<file path="src/fpes_pkg.sv">
// constants, operation codes and state types for the flash status-polling host controller
package fpes_pkg;

   // ------------------------------------------------------------
   // clock and bus timing
   // ------------------------------------------------------------
   localparam int CLK_MHZ = 125;
   localparam int WR_SETUP_NS = 20;
   localparam int WE_PULSE_NS = 40;
   localparam int WR_HOLD_NS = 20;
   localparam int RD_ACCESS_NS = 90;
   localparam int RD_GAP_NS = 20;
   localparam int RECOVER_US = 10;
   // read data pass the pin synchroniser before they are sampled
   localparam int SYNC_LAT = 4;

   localparam logic [10:0] WR_SETUP_CYC = 11'((WR_SETUP_NS * CLK_MHZ + 999) / 1000);
   localparam logic [10:0] WE_PULSE_CYC = 11'((WE_PULSE_NS * CLK_MHZ + 999) / 1000);
   localparam logic [10:0] WR_HOLD_CYC = 11'((WR_HOLD_NS * CLK_MHZ + 999) / 1000);
   localparam logic [10:0] RD_CYC = 11'((RD_ACCESS_NS * CLK_MHZ + 999) / 1000 + SYNC_LAT);
   localparam logic [10:0] RD_GAP_CYC = 11'((RD_GAP_NS * CLK_MHZ + 999) / 1000);
   localparam logic [10:0] RECOVER_CYC = 11'(RECOVER_US * CLK_MHZ);

   // ------------------------------------------------------------
   // word-wide command addresses and data
   // ------------------------------------------------------------
   localparam logic [16:0] UNLOCK1_ADDR = 17'h05555;
   localparam logic [16:0] UNLOCK2_ADDR = 17'h02aaa;
   localparam logic [15:0] UNLOCK1_DATA = 16'h00aa;
   localparam logic [15:0] UNLOCK2_DATA = 16'h0055;
   localparam logic [15:0] CMD_RESET = 16'h00f0;
   localparam logic [15:0] CMD_AUTOSEL = 16'h0090;
   localparam logic [15:0] CMD_PROGRAM = 16'h00a0;
   localparam logic [15:0] CMD_ERASE_SETUP = 16'h0080;
   localparam logic [15:0] CMD_BLOCK_CONFIRM = 16'h0030;
   localparam logic [15:0] CMD_CHIP_CONFIRM = 16'h0010;
   localparam logic [15:0] CMD_SUSPEND = 16'h00b0;
   localparam logic [15:0] CMD_RESUME = 16'h0030;

   // ------------------------------------------------------------
   // status byte fields
   // ------------------------------------------------------------
   localparam int DATA_POLL_BIT = 7;
   localparam int PRIMARY_TOGGLE_BIT = 6;
   localparam int ERROR_FLAG_BIT = 5;
   localparam int ERASE_TIMER_BIT = 3;
   localparam int BLOCK_TOGGLE_BIT = 2;

   // ------------------------------------------------------------
   // user operation codes
   // ------------------------------------------------------------
   localparam logic [3:0] OP_READ = 4'h0;
   localparam logic [3:0] OP_RESET = 4'h1;
   localparam logic [3:0] OP_AUTOSEL = 4'h2;
   localparam logic [3:0] OP_PROGRAM = 4'h3;
   localparam logic [3:0] OP_BLOCK_ERASE = 4'h4;
   localparam logic [3:0] OP_CHIP_ERASE = 4'h5;
   localparam logic [3:0] OP_ERASE_ADD = 4'h6;
   localparam logic [3:0] OP_SUSPEND = 4'h7;
   localparam logic [3:0] OP_RESUME = 4'h8;
   localparam logic [3:0] OP_POLL = 4'h9;

   // ------------------------------------------------------------
   // types
   // ------------------------------------------------------------
   typedef struct packed {
      logic valid;
      logic wr;
      logic [16:0] a;
      logic [15:0] d;
   } fpes_step_t;

   typedef enum logic [3:0] {
      ST_IDLE, ST_NEXT, ST_WR_SETUP, ST_WR_PULSE, ST_WR_HOLD,
      ST_RD_ACT, ST_RD_GAP, ST_POLL_EVAL, ST_RECOVER, ST_RESP
   } fpes_state_t;

   typedef struct packed {
      fpes_state_t st;
      logic [3:0] op;
      logic [2:0] step;
      logic [10:0] cnt;
      logic [16:0] addr_q;
      logic [15:0] wdata_q;
      logic [15:0] rd;
      logic [7:0] prev;
      logic [1:0] poll_n;
      logic in_poll;
      logic err_pend;
      logic busy;
      logic cmd_ready;
      logic rsp_valid;
      logic rsp_error;
      logic [15:0] rsp_rdata;
      logic [16:0] f_addr;
      logic [15:0] f_dq;
      logic f_dq_oe_n;
      logic f_ce_n;
      logic f_oe_n;
      logic f_we_n;
   } fpes_regs_t;

endpackage : fpes_pkg

</file>
<file path="src/fpes_host_ctrl.sv">
// host controller sequencing commands and status polling of a boot-block flash
module fpes_host_ctrl (
   input wire logic ref_clk, // system clock
   input wire logic arst_n, // asynchronous reset, active low
   input wire logic cmd_valid, // operation request
   input wire logic [3:0] cmd_op, // operation code
   input wire logic [16:0] cmd_addr, // word address or block address
   input wire logic [15:0] cmd_wdata, // program data
   output logic cmd_ready, // ready for a request
   output logic rsp_valid, // one-cycle completion pulse
   output logic rsp_error, // operation failed or refused
   output logic [15:0] rsp_rdata, // read or final poll data
   output logic [16:0] flash_addr, // address pins
   output logic [15:0] flash_dq_out, // data pins, driven value
   output logic flash_dq_oe_n, // low while driving data pins
   input wire logic [15:0] flash_dq_in, // data pins, sensed value
   output logic flash_ce_n, // chip enable, active low
   output logic flash_oe_n, // output enable, active low
   output logic flash_we_n // write enable, active low
);

   fpes_pkg::fpes_regs_t r;
   fpes_pkg::fpes_regs_t nx;
   fpes_pkg::fpes_step_t s;
   logic [15:0] dq_sync;

   // ------------------------------------------------------------
   // data pin synchroniser
   // ------------------------------------------------------------
   fpes_pin_sync #(.WIDTH(16)) u_sync (
      .ref_clk(ref_clk),
      .arst_n(arst_n),
      .pin(flash_dq_in),
      .q(dq_sync)
   );

   // ------------------------------------------------------------
   // command sequences
   // ------------------------------------------------------------
   function automatic fpes_pkg::fpes_step_t wr_step(logic [16:0] a, logic [15:0] d);
      fpes_pkg::fpes_step_t t;
      t.valid = 1'b1;
      t.wr = 1'b1;
      t.a = a;
      t.d = d;
      return t;
   endfunction : wr_step

   // unlock pair at idx 0/1 and 3/4, command word at idx 2
   function automatic fpes_pkg::fpes_step_t unlock_step(logic [2:0] idx, logic [15:0] d);
      fpes_pkg::fpes_step_t t;
      case (idx)
         3'h0, 3'h3: t = wr_step(fpes_pkg::UNLOCK1_ADDR, fpes_pkg::UNLOCK1_DATA);
         3'h1, 3'h4: t = wr_step(fpes_pkg::UNLOCK2_ADDR, fpes_pkg::UNLOCK2_DATA);
         default: t = wr_step(fpes_pkg::UNLOCK1_ADDR, d);
      endcase
      return t;
   endfunction : unlock_step

   function automatic fpes_pkg::fpes_step_t seq_step(logic [3:0] op, logic [2:0] idx,
                                                     logic [16:0] a, logic [15:0] d);
      fpes_pkg::fpes_step_t t;
      t = '0;
      case (op)
         fpes_pkg::OP_READ: begin
            if (idx == 3'h0) begin
               t = '{valid: 1'b1, wr: 1'b0, a: a, d: 16'h0000};
            end
         end
         fpes_pkg::OP_RESET: begin
            if (idx == 3'h0) begin
               t = wr_step(a, fpes_pkg::CMD_RESET);
            end
         end
         fpes_pkg::OP_AUTOSEL: begin
            if (idx < 3'h3) begin
               t = unlock_step(idx, fpes_pkg::CMD_AUTOSEL);
            end
         end
         fpes_pkg::OP_PROGRAM: begin
            if (idx < 3'h3) begin
               t = unlock_step(idx, fpes_pkg::CMD_PROGRAM);
            end else if (idx == 3'h3) begin
               t = wr_step(a, d);
            end
         end
         fpes_pkg::OP_BLOCK_ERASE, fpes_pkg::OP_CHIP_ERASE: begin
            if (idx < 3'h3) begin
               t = unlock_step(idx, fpes_pkg::CMD_ERASE_SETUP);
            end else if (idx < 3'h5) begin
               t = unlock_step(idx, fpes_pkg::CMD_ERASE_SETUP);
            end else if (idx == 3'h5 && op == fpes_pkg::OP_BLOCK_ERASE) begin
               t = wr_step(a, fpes_pkg::CMD_BLOCK_CONFIRM);
            end else if (idx == 3'h5) begin
               t = wr_step(fpes_pkg::UNLOCK1_ADDR, fpes_pkg::CMD_CHIP_CONFIRM);
            end
         end
         fpes_pkg::OP_ERASE_ADD: begin
            // status read first, confirm only while the timer bit is low
            if (idx == 3'h0) begin
               t = '{valid: 1'b1, wr: 1'b0, a: a, d: 16'h0000};
            end else if (idx == 3'h1) begin
               t = wr_step(a, fpes_pkg::CMD_BLOCK_CONFIRM);
            end
         end
         fpes_pkg::OP_SUSPEND: begin
            if (idx == 3'h0) begin
               t = wr_step(a, fpes_pkg::CMD_SUSPEND);
            end
         end
         fpes_pkg::OP_RESUME: begin
            if (idx == 3'h0) begin
               t = wr_step(a, fpes_pkg::CMD_RESUME);
            end
         end
         default: t = '0;
      endcase
      return t;
   endfunction : seq_step

   function automatic logic needs_poll(logic [3:0] op);
      return op == fpes_pkg::OP_PROGRAM || op == fpes_pkg::OP_CHIP_ERASE ||
             op == fpes_pkg::OP_SUSPEND || op == fpes_pkg::OP_POLL;
   endfunction : needs_poll

   // ------------------------------------------------------------
   // sequencer
   // ------------------------------------------------------------
   always_comb begin
      nx = r;
      s = seq_step(r.op, r.step, r.addr_q, r.wdata_q);
      nx.rsp_valid = 1'b0;
      if (r.cnt != 11'h000) begin
         nx.cnt = r.cnt - 11'h001;
      end
      case (r.st)
         fpes_pkg::ST_IDLE: begin
            nx.cmd_ready = 1'b1;
            if (cmd_valid && r.cmd_ready) begin
               nx.cmd_ready = 1'b0;
               nx.op = cmd_op;
               nx.addr_q = cmd_addr;
               nx.wdata_q = cmd_wdata;
               nx.step = 3'h0;
               nx.in_poll = 1'b0;
               nx.poll_n = 2'h0;
               nx.err_pend = 1'b0;
               nx.rsp_error = 1'b0;
               nx.st = fpes_pkg::ST_NEXT;
            end
         end
         fpes_pkg::ST_NEXT: begin
            if (s.valid) begin
               nx.f_addr = s.a;
               nx.f_dq = s.d;
               nx.f_ce_n = 1'b0;
               if (s.wr) begin
                  nx.f_dq_oe_n = 1'b0;
                  nx.cnt = fpes_pkg::WR_SETUP_CYC - 11'h001;
                  nx.st = fpes_pkg::ST_WR_SETUP;
               end else begin
                  nx.f_oe_n = 1'b0;
                  nx.cnt = fpes_pkg::RD_CYC - 11'h001;
                  nx.st = fpes_pkg::ST_RD_ACT;
               end
            end else if (r.op > fpes_pkg::OP_POLL) begin
               nx.rsp_error = 1'b1;
               nx.st = fpes_pkg::ST_RESP;
            end else if (needs_poll(r.op)) begin
               // polling starts only after the final command strobe
               nx.busy = r.busy | (r.op != fpes_pkg::OP_POLL);
               nx.in_poll = 1'b1;
               nx.f_addr = r.addr_q;
               nx.f_ce_n = 1'b0;
               nx.f_oe_n = 1'b0;
               nx.cnt = fpes_pkg::RD_CYC - 11'h001;
               nx.st = fpes_pkg::ST_RD_ACT;
            end else if (r.op == fpes_pkg::OP_RESET && r.busy) begin
               nx.busy = 1'b0;
               nx.cnt = fpes_pkg::RECOVER_CYC - 11'h001;
               nx.st = fpes_pkg::ST_RECOVER;
            end else begin
               if (r.op == fpes_pkg::OP_BLOCK_ERASE) begin
                  nx.busy = 1'b1;
               end
               nx.st = fpes_pkg::ST_RESP;
            end
         end
         fpes_pkg::ST_WR_SETUP: begin
            if (r.cnt == 11'h000) begin
               nx.f_we_n = 1'b0;
               nx.cnt = fpes_pkg::WE_PULSE_CYC - 11'h001;
               nx.st = fpes_pkg::ST_WR_PULSE;
            end
         end
         fpes_pkg::ST_WR_PULSE: begin
            if (r.cnt == 11'h000) begin
               nx.f_we_n = 1'b1;
               nx.cnt = fpes_pkg::WR_HOLD_CYC - 11'h001;
               nx.st = fpes_pkg::ST_WR_HOLD;
            end
         end
         fpes_pkg::ST_WR_HOLD: begin
            if (r.cnt == 11'h000) begin
               nx.f_ce_n = 1'b1;
               nx.f_dq_oe_n = 1'b1;
               nx.step = r.step + 3'h1;
               nx.st = fpes_pkg::ST_NEXT;
            end
         end
         fpes_pkg::ST_RD_ACT: begin
            // each read ends with a strobe release so the toggle bit steps
            if (r.cnt == 11'h000) begin
               nx.rd = dq_sync;
               nx.f_oe_n = 1'b1;
               nx.f_ce_n = 1'b1;
               nx.cnt = fpes_pkg::RD_GAP_CYC - 11'h001;
               nx.st = fpes_pkg::ST_RD_GAP;
            end
         end
         fpes_pkg::ST_RD_GAP: begin
            if (r.cnt == 11'h000) begin
               nx.rsp_rdata = r.rd;
               if (r.in_poll) begin
                  nx.st = fpes_pkg::ST_POLL_EVAL;
               end else if (r.op == fpes_pkg::OP_ERASE_ADD && r.step == 3'h0 &&
                            r.rd[fpes_pkg::ERASE_TIMER_BIT]) begin
                  nx.rsp_error = 1'b1;
                  nx.st = fpes_pkg::ST_RESP;
               end else begin
                  nx.step = r.step + 3'h1;
                  nx.st = fpes_pkg::ST_NEXT;
               end
            end
         end
         fpes_pkg::ST_POLL_EVAL: begin
            nx.f_ce_n = 1'b0;
            nx.f_oe_n = 1'b0;
            nx.cnt = fpes_pkg::RD_CYC - 11'h001;
            nx.st = fpes_pkg::ST_RD_ACT;
            case (r.poll_n)
               2'h0: begin
                  nx.prev = r.rd[7:0];
                  nx.poll_n = 2'h1;
               end
               2'h1: begin
                  if (r.rd[fpes_pkg::PRIMARY_TOGGLE_BIT] == r.prev[fpes_pkg::PRIMARY_TOGGLE_BIT]) begin
                     nx.poll_n = 2'h3;
                  end else if (r.rd[fpes_pkg::ERROR_FLAG_BIT] && r.err_pend) begin
                     nx.rsp_error = 1'b1;
                     nx.f_ce_n = 1'b1;
                     nx.f_oe_n = 1'b1;
                     nx.st = fpes_pkg::ST_RESP;
                  end else if (r.rd[fpes_pkg::ERROR_FLAG_BIT]) begin
                     nx.err_pend = 1'b1;
                     nx.poll_n = 2'h0;
                  end else begin
                     nx.prev = r.rd[7:0];
                  end
               end
               default: begin
                  // final read after the toggle settled carries the result
                  nx.f_ce_n = 1'b1;
                  nx.f_oe_n = 1'b1;
                  if (r.op != fpes_pkg::OP_SUSPEND) begin
                     nx.busy = 1'b0;
                  end
                  nx.st = fpes_pkg::ST_RESP;
               end
            endcase
         end
         fpes_pkg::ST_RECOVER: begin
            if (r.cnt == 11'h000) begin
               nx.st = fpes_pkg::ST_RESP;
            end
         end
         fpes_pkg::ST_RESP: begin
            nx.rsp_valid = 1'b1;
            nx.cmd_ready = 1'b1;
            nx.st = fpes_pkg::ST_IDLE;
         end
         default: nx.st = fpes_pkg::ST_IDLE;
      endcase
   end

   always_ff @(posedge ref_clk or negedge arst_n) begin
      if (!arst_n) begin
         r <= '0;
         r.f_dq_oe_n <= 1'b1;
         r.f_ce_n <= 1'b1;
         r.f_oe_n <= 1'b1;
         r.f_we_n <= 1'b1;
      end else begin
         r <= nx;
      end
   end

   assign cmd_ready = r.cmd_ready;
   assign rsp_valid = r.rsp_valid;
   assign rsp_error = r.rsp_error;
   assign rsp_rdata = r.rsp_rdata;
   assign flash_addr = r.f_addr;
   assign flash_dq_out = r.f_dq;
   assign flash_dq_oe_n = r.f_dq_oe_n;
   assign flash_ce_n = r.f_ce_n;
   assign flash_oe_n = r.f_oe_n;
   assign flash_we_n = r.f_we_n;

   // ------------------------------------------------------------
   // checks
   // ------------------------------------------------------------
   logic [10:0] rec_len;
   always_ff @(posedge ref_clk or negedge arst_n) begin
      if (!arst_n) begin
         rec_len <= 11'h000;
      end else if (r.st == fpes_pkg::ST_RECOVER) begin
         rec_len <= rec_len + 11'h001;
      end else begin
         rec_len <= 11'h000;
      end
   end

   recover_wait_a: assert property (@(posedge ref_clk) disable iff (!arst_n)
      (r.st == fpes_pkg::ST_RECOVER && nx.st != fpes_pkg::ST_RECOVER)
         |-> rec_len == fpes_pkg::RECOVER_CYC - 11'h001)
      else $error("reset recovery wait too short");

   read_no_write_a: assert property (@(posedge ref_clk) disable iff (!arst_n)
      (r.op == fpes_pkg::OP_READ && r.st != fpes_pkg::ST_IDLE) |-> flash_we_n)
      else $error("write strobe during plain read");

   unlock_first_a: assert property (@(posedge ref_clk) disable iff (!arst_n)
      ($fell(flash_we_n) && r.step == 3'h0 && r.op >= fpes_pkg::OP_AUTOSEL &&
       r.op <= fpes_pkg::OP_CHIP_ERASE)
         |-> flash_addr == fpes_pkg::UNLOCK1_ADDR && flash_dq_out == fpes_pkg::UNLOCK1_DATA)
      else $error("first unlock cycle wrong");

   reset_cmd_a: assert property (@(posedge ref_clk) disable iff (!arst_n)
      ($fell(flash_we_n) && r.op == fpes_pkg::OP_RESET)
         |-> flash_dq_out == fpes_pkg::CMD_RESET && !flash_dq_oe_n)
      else $error("read/reset command not F0");

   erase_add_a: assert property (@(posedge ref_clk) disable iff (!arst_n)
      ($fell(flash_we_n) && r.op == fpes_pkg::OP_ERASE_ADD)
         |-> !r.rd[fpes_pkg::ERASE_TIMER_BIT])
      else $error("extra erase confirm after timer closed");

   poll_done_a: assert property (@(posedge ref_clk) disable iff (!arst_n)
      (r.st == fpes_pkg::ST_POLL_EVAL && r.poll_n == 2'h1 &&
       r.rd[fpes_pkg::PRIMARY_TOGGLE_BIT] == r.prev[fpes_pkg::PRIMARY_TOGGLE_BIT])
         |=> r.poll_n == 2'h3 ##[1:40] rsp_valid && !rsp_error)
      else $error("settled toggle did not finish poll");

   strobe_release_a: assert property (@(posedge ref_clk) disable iff (!arst_n)
      (r.st == fpes_pkg::ST_RD_GAP) |-> flash_oe_n && flash_ce_n && flash_we_n)
      else $error("read strobe not released between reads");

endmodule : fpes_host_ctrl

</file>
<file path="src/fpes_pin_sync.sv">
// three-stage synchroniser for the flash data pins
module fpes_pin_sync #(
   parameter int WIDTH = 16
) (
   input wire logic ref_clk, // system clock
   input wire logic arst_n, // asynchronous reset, active low
   input wire logic [WIDTH-1:0] pin, // raw pin levels
   output logic [WIDTH-1:0] q // settled value
);

   logic [WIDTH-1:0] ff1;
   logic [WIDTH-1:0] ff2;
   logic [WIDTH-1:0] ff3;

   // a bit changes once the second and third stages agree
   always_ff @(posedge ref_clk or negedge arst_n) begin
      if (!arst_n) begin
         ff1 <= '0;
         ff2 <= '0;
         ff3 <= '0;
         q <= '0;
      end else begin
         ff1 <= pin;
         ff2 <= ff1;
         ff3 <= ff2;
         for (int i = 0; i < WIDTH; i++) begin
            if (ff2[i] == ff3[i]) begin
               q[i] <= ff3[i];
            end
         end
      end
   end

endmodule : fpes_pin_sync

</file>
<file path="config.mk">
export PLATFORM = sky130hd
export DESIGN_NAME = fpes_host_ctrl
export DESIGN_NICKNAME = d
export VERILOG_FILES = /design/src/fpes_pkg.sv /design/src/fpes_host_ctrl.sv /design/src/fpes_pin_sync.sv
export SDC_FILE = /design/constraint.sdc
export NUM_CORES = 1
export LEC_CHECK = 0
export ABC_AREA = 1
export BUFFER_PORTS_ARGS = -buffer_cell sky130_fd_sc_hd__clkbuf_2
export CORE_MARGIN = 2
export CORE_UTILIZATION = 45
export CTS_CLUSTER_DIAMETER = 120
export DETAILED_ROUTE_END_ITERATION = 8
export MAX_ROUTING_LAYER = met4
export PLACE_DENSITY_LB_ADDON = 0.25
export SLEW_MARGIN = 10
export SYNTH_ARGS = -nofsm -noshare
export SYNTH_HDL_FRONTEND = slang
export SYNTH_SLANG_ARGS = --single-unit
export TNS_END_PERCENT = 5
</file>
<file path="constraint.sdc">
create_clock -name ref_clk -period 2.8 [get_ports ref_clk]
set_input_delay 0.28 -clock ref_clk [delete_from_list [all_inputs] [get_ports ref_clk]]
set_output_delay 0.28 -clock ref_clk [all_outputs]
set_load 0.1 [all_outputs]
</file>
* After elaboration in Yosys (flattened, before gate mapping) *
Index checks and enable logic that the tools add are counted.

word-level totals
  bits in registers = 203
  input port bits = 56
  output and inout bits = 56
  logic and storage cells = 278

operators by class
  $add $sub $neg = 2
  order comparisons = 3
  equality and inequality tests = 76
  multiplexer cells = 106
  bitwise gates (word level) = 1
  reductions and logical operators = 49

operators with widths
  operator                                             number
  2-to-1 mux 35 bit                                    13
  case mux 35 bit (8 select lines)                     1
  case mux 31 bit (2 select lines)                     3
  2-to-1 mux 11 bit                                    8
  2-to-1 mux 17 bit                                    4
  2-to-1 mux 4 bit                                     15
  inequality test 2 bit, second input constant         26
  case mux 11 bit (4 select lines)                     1
  case mux 4 bit (9 select lines)                      1
  equality test 4 x 3 -> 1 bit, second input constant  8
  2-to-1 mux 1 bit                                     30
  AND reduction 5 bit                                  5
  case mux 9 bit (2 select lines)                      1
  AND reduction 6 bit                                  3
  equality test 1 bit                                  17
  equality test 4 x 2 -> 1 bit, second input constant  4
  equality test 4 bit, second input constant           4
  2-to-1 mux 2 bit                                     8
  inequality test 4 bit, second input constant         4
  nonzero test 2 bit                                   8
  2-to-1 mux 3 bit                                     5
  2-to-1 mux 7 bit                                     2
  case mux 1 bit (2 select lines)                      6
  logical NOT 11 bit                                   1
  35 further kinds                                     59

* Longest topological paths before layout *
  word-level depth = 9
  gate-level depth with buffers = 15
  gate-level depth less buffers = 13

* Modules after synthesis *
Synthesis repeated with hierarchy kept, for this count alone.

second synthesis, totals
  cell total of the unflattened synthesis = 1097
  area, all modules = 9404.0 um2

modules (own cells, without submodules)
  module          instances  cells an instance  area an instance (um2)  seq. area each (um2)
  fpes_host_ctrl  1          969                7542.2                  3333.2
  fpes_pin_sync   1          128                1861.8                  1601.5

* Worst setup path after synthesis *
No wires, ideal clock.

  kind = reg2reg
  from = register r[118] (netlist name)
  to = register r[118] (netlist name)
  setup time = 0.122 ns
  arrival time = 1.946 ns
  required time = 2.678 ns
  slack = 0.732 ns
  cell stages (with the launch flop) = 14
  path buffers = 2
  clock period less this slack = 2.068 ns
  cells stage by stage = dfrtp_1 > inv_1 > ha_1 > nand2_1 > nor2_2 > nand2_1 > buf_2 > buf_2 > ha_1 > inv_1 > nor3_1 > nand2_1 > nand2_1 > a21oi_1

RTL lines
  item                      RTL line               text
  start: declaration        fpes_host_ctrl.sv:22   fpes_pkg::fpes_regs_t r;
  start signal: assignment  fpes_host_ctrl.sv:294  r <= nx;

* Worst setup path after layout *
  from = register r[129] (netlist name)
  to = register r, in the netlist flash_addr[6]

on the way
  cells in the longest elaborated chain, start to end = 8
  elaborated cells on any way between the ends = 31
  classes of those cells = order compare (2); eq/ne (5); mux (18); reduce/logical (6)

ends and longest elaborated chain
  item                                                                          RTL line                                    text
  equality test 3 bit                                                           fpes_host_ctrl.sv:92, fpes_host_ctrl.sv:94
  2-to-1 mux 35 bit or logical AND 1 bit (tied branches)                        fpes_host_ctrl.sv:94, fpes_host_ctrl.sv:92
  2-to-1 mux 35 bit                                                             fpes_host_ctrl.sv:92                        end else if (idx == 3'h5 && op == fpes_pkg::OP_BLOCK_ERASE) begin
  2-to-1 mux 35 bit                                                             fpes_host_ctrl.sv:90                        end else if (idx < 3'h5) begin
  2-to-1 mux 35 bit                                                             fpes_host_ctrl.sv:88                        if (idx < 3'h3) begin
  case mux 35 bit (8 select lines) *                                            fpes_host_ctrl.sv:64                        case (op)
  inequality test 2 bit (no source line) or nonzero test 2 bit (tied branches)  n/a
  AND reduction 3 bit (no source line)                                          n/a

Mark *: on every way between the ends. The rest lies on a longest branch, timed or not.
A chain may end at the register's enable or synchronous reset.

==> summary.md <==
| Metric | Value |
|---|---|
| Status | completed |
| Synth top area share | 53.66% |
| Grt peak-use layer | met2 |
| Endpoint class of the critical path | register |
| Pre-CTS WS | 446.9 ps |
| Syn Nets | 1138 |
| Layout net count | 1226 |
| Max Clock Freq | 417.0 MHz |
| RSZ-0062 raised after global routing | no |
| Grt met1 use | 28.95% |
| Startpoint types | register |
| Largest net degree at the start of global routing | 83 |
| CTS Buffer Depth | 2 |
| NetSw | 5.742 mW |
| PD cells | 1137 mW/mm^2 |
| Seq pwr share | 33.3% |
| Cell variety after synth | 36 |
| Die X | 145.4 um |
| Fin util | 53.27% |
| Die Ht | 145.4 um |
| Initial DRT Pass Iterations | 7 |
| Final slew viol count | 0 |
| Diodes inserted | 0 |
| Setup TNS after final layout | 0 ps |
| Post-cts repair resize count | 0 |
| Worst Path Class, Setup | reg2reg |
| # DRC | 0 |
| Number of global-route vias before repair | 6847 |
| Clock power frac | 23.0% |
| Initial antenna violation count | 0 |
| Net Sw Frac | 48.54% |
| First-pass GRT wire length | 34690 um |
| Int Pwr | 6.087 mW |
| Post-synthesis register bit count | 197 |
| Maxcap violations | 0 |
| Worst endpoint required time | 3140 ps |
| Post-synth top area cell | dfrtp_1 |
| Vias/cell | 4.834 |
| Comb power frac | 43.6% |
| Setup ws final | 401.8 ps |
| Setup Fix Bufs, Post-CTS | 0 |
| Final hold slack | 22.02 ps |
| Starting density of the core | 46.10% |
| Reg clk slew, reported paths | 90 ps |
| Routed Antenna Nets | 0 |
| Average size of a mapped cell | 8.365 sq um |
| Layout cells sized above 1 | 15.97% |
| CP Max Fanout | 37 |
| Post-Synthesis Cells | 1076 |
| Cell row count | 51 |
| PortBufs | 111 |
| Fin crit share | 85.65% |
| Core area | 0.01953 sq mm |
| Gpl congestion | 0.9781 |
| Vias | 6970 |
| Hold_buf cts | 17 |
| CTS Buf Count | 17 |
| Skew-Pair Late Insertion Delay | 460 ps |
| Sequential share of the synthesized area | 54.82% |
| H-tree levels | 4 |
| Mapped Area | 0.009001 sq mm |
| R2R Setup Slk | 400 ps |
| DPL Wire Length | 14420 um |
| Cell leakage power | 5.343 nW |
| Hold Vio Cnt, Final | 0 |
| Synth area leaders | dfrtp_1, nand2_1, o21ai_0, buf_4, inv_1 |
| Worst vdd ir | 636.4 uV |
| Layout area overhead | 15.57% |
| GR Layer Usage met2 | 31.28% |
| Area of the die | 0.02115 sq mm |
| Total wire length | 20320 um |
| HP Class | in2reg |
| Synthesis warning total | 0 |
| GRT Util Overall | 20.83% |
| Met3 Resource Use GR | 4.232% |
| Fin crit period | 2398 ps |
| # fillers | 1884 |
| Worst EP arrival | 2740 ps |
| Root Buffer | clkbuf_16 |
| Initial DRC count | 499 |
| Least-Margin Pin Slew | 673.5 ps |
| Overflow after GRT | 0 |
| TritonCTS clock tree | built |
| Clk sinks | 197 |
| WL/cell | 14.09 um |
| Ports | 112 |
| Final Skew | 20.94 ps |
| Max-Slew Margin vs Limit | 55.10% |
| Final setup violation count | 0 |
==> power groups by stage <==
stage / registers, mW / clock network (mW) / logic [mW]
global placement: 3.98 / 0 / 5.08
floorplan: 4.06 / 0 / 4.12
finish: 3.95 / 2.72 / 5.16
CTS: 3.94 / 2.78 / 5.17
global route: 4.05 / 2.90 / 5.75
detailed placement: 3.99 / 0 / 5.12
==> cell families after synthesis <==
| kind of cell | Yosys count | synth area share (%) |
|---|---|---|
| buf+inv | 178 | 9.744 |
| flops | 197 | 54.82 |
| fa+ha+maj | 22 | 2.613 |
| compound gates | 142 | 8.271 |
| xor+xnor | 4 | 0.3893 |
| simple gates | 533 | 24.16 |
==> synth_stat cells, drive strengths merged <==
library cell	count
inv	105
xnor2	1
nand3b	3
o21a	1
nand2	354
a32o	1
o21ai	101
buf	63
nand3	54
nor4	2
o21bai	2
o221ai	1
or2	4
xor2	3
clkbuf	10
ha	6
a21oi	29
o22ai	1
dfstp	4
nor2	105
a31oi	5
maj3	16
o31ai	1
nand4	7
dfrtp	193
nor3	4
==> worst paths after layout <==
kind | endpoint | from | cells past startpoint
setup / recovery | flash_addr[6] | r[129] | 14
hold / removal | r[97] | cmd_wdata[12] | 3
setup reg to reg | flash_addr[6] | r[129] | 14
hold reg to reg | u_sync.ff2[6] | u_sync.ff1[6] | 0
max in group asynchronous | u_sync.ff1[5] | arst_n | 3
min in group asynchronous | u_sync.ff1[11] | arst_n | 2
==> cell type report <==
| cell class | instances | area, sq um | area share, % |
|---|---|---|---|
| clock buffer | 17 | 425.4 | 4.089 |
| tap | 265 | 331.6 | 3.187 |
| sequential | 197 | 4935 | 47.44 |
| inverter | 105 | 394.1 | 3.789 |
| clock inverter | 15 | 250.2 | 2.406 |
| multi-input combinational | 701 | 3189 | 30.66 |
| timing repair buffer | 142 | 877.1 | 8.432 |
==> stage by stage <==
step,std cells,cell area [sq um],power (mW)
floorplan,1076,9001,8.184
global placement,1393,9557,9.061
detailed placement,1393,9557,9.112
CTS,1442,10400,11.89
global route,1442,10400,12.70
finish,1442,10400,11.83
==> flip-flops by register name, indices dropped and copies added, names as in the netlist, 16 cells and up <==
| register | cells |
|---|---|
| r | 77 |
| u_sync.ff2 | 16 |
| rsp_rdata | 16 |
| flash_addr | 17 |
| flash_dq_out | 16 |
| u_sync.q | 16 |
| u_sync.ff1 | 16 |
| u_sync.ff3 | 16 |
==> worst max-delay path, stage by stage, from the launching register on <==
cell     delay (ps)
dfrtp_1         490
inv_1           120
ha_1            200
inv_1            60
nor2_1          320
nand3_1         170
nand2_1         150
nor2_4           90
nand2_4         130
nand2_2         120
buf_12          200
nand2_1          70
nand3_1          60
nand2_1          60
inv_1            40
==> cell usage in the layout (no fill, tap or decap), types with 2 or more instances in the layout <==
cell             n
nand2_1        350
dfrtp_1        193
clkbuf_2       110
inv_1           96
nor2_1          96
o21ai_0         91
nand3_1         52
a21oi_1         27
clkbuf_16       17
dlygate4sd3_1   17
maj3_1          16
buf_4           11
o21ai_1         10
inv_2            9
nor2_2           7
nand4_1          7
ha_1             6
a31oi_1          5
inv_16           5
nor3_1           4
clkinv_8         4
inv_12           4
dfstp_2          4
nand2_2          3
xor2_1           3
or2_0            3
nand3b_1         3
buf_12           3
a21oi_2          2
nor2_4           2
nand3_2          2
o21bai_1         2
nor4_1           2
==> metal layers <==
metal | vias up | routed length (um) | share of wire, %
met4 | 0 | 278 | 1.4
met5 | - | 0 | 0
met2 | 162 | 9146 | 45
met1 | 3253 | 9912 | 49
met3 | 25 | 984 | 4.8
li1 | 3530 | - | -
No activity file was read; power rests on OpenSTA's default activity.
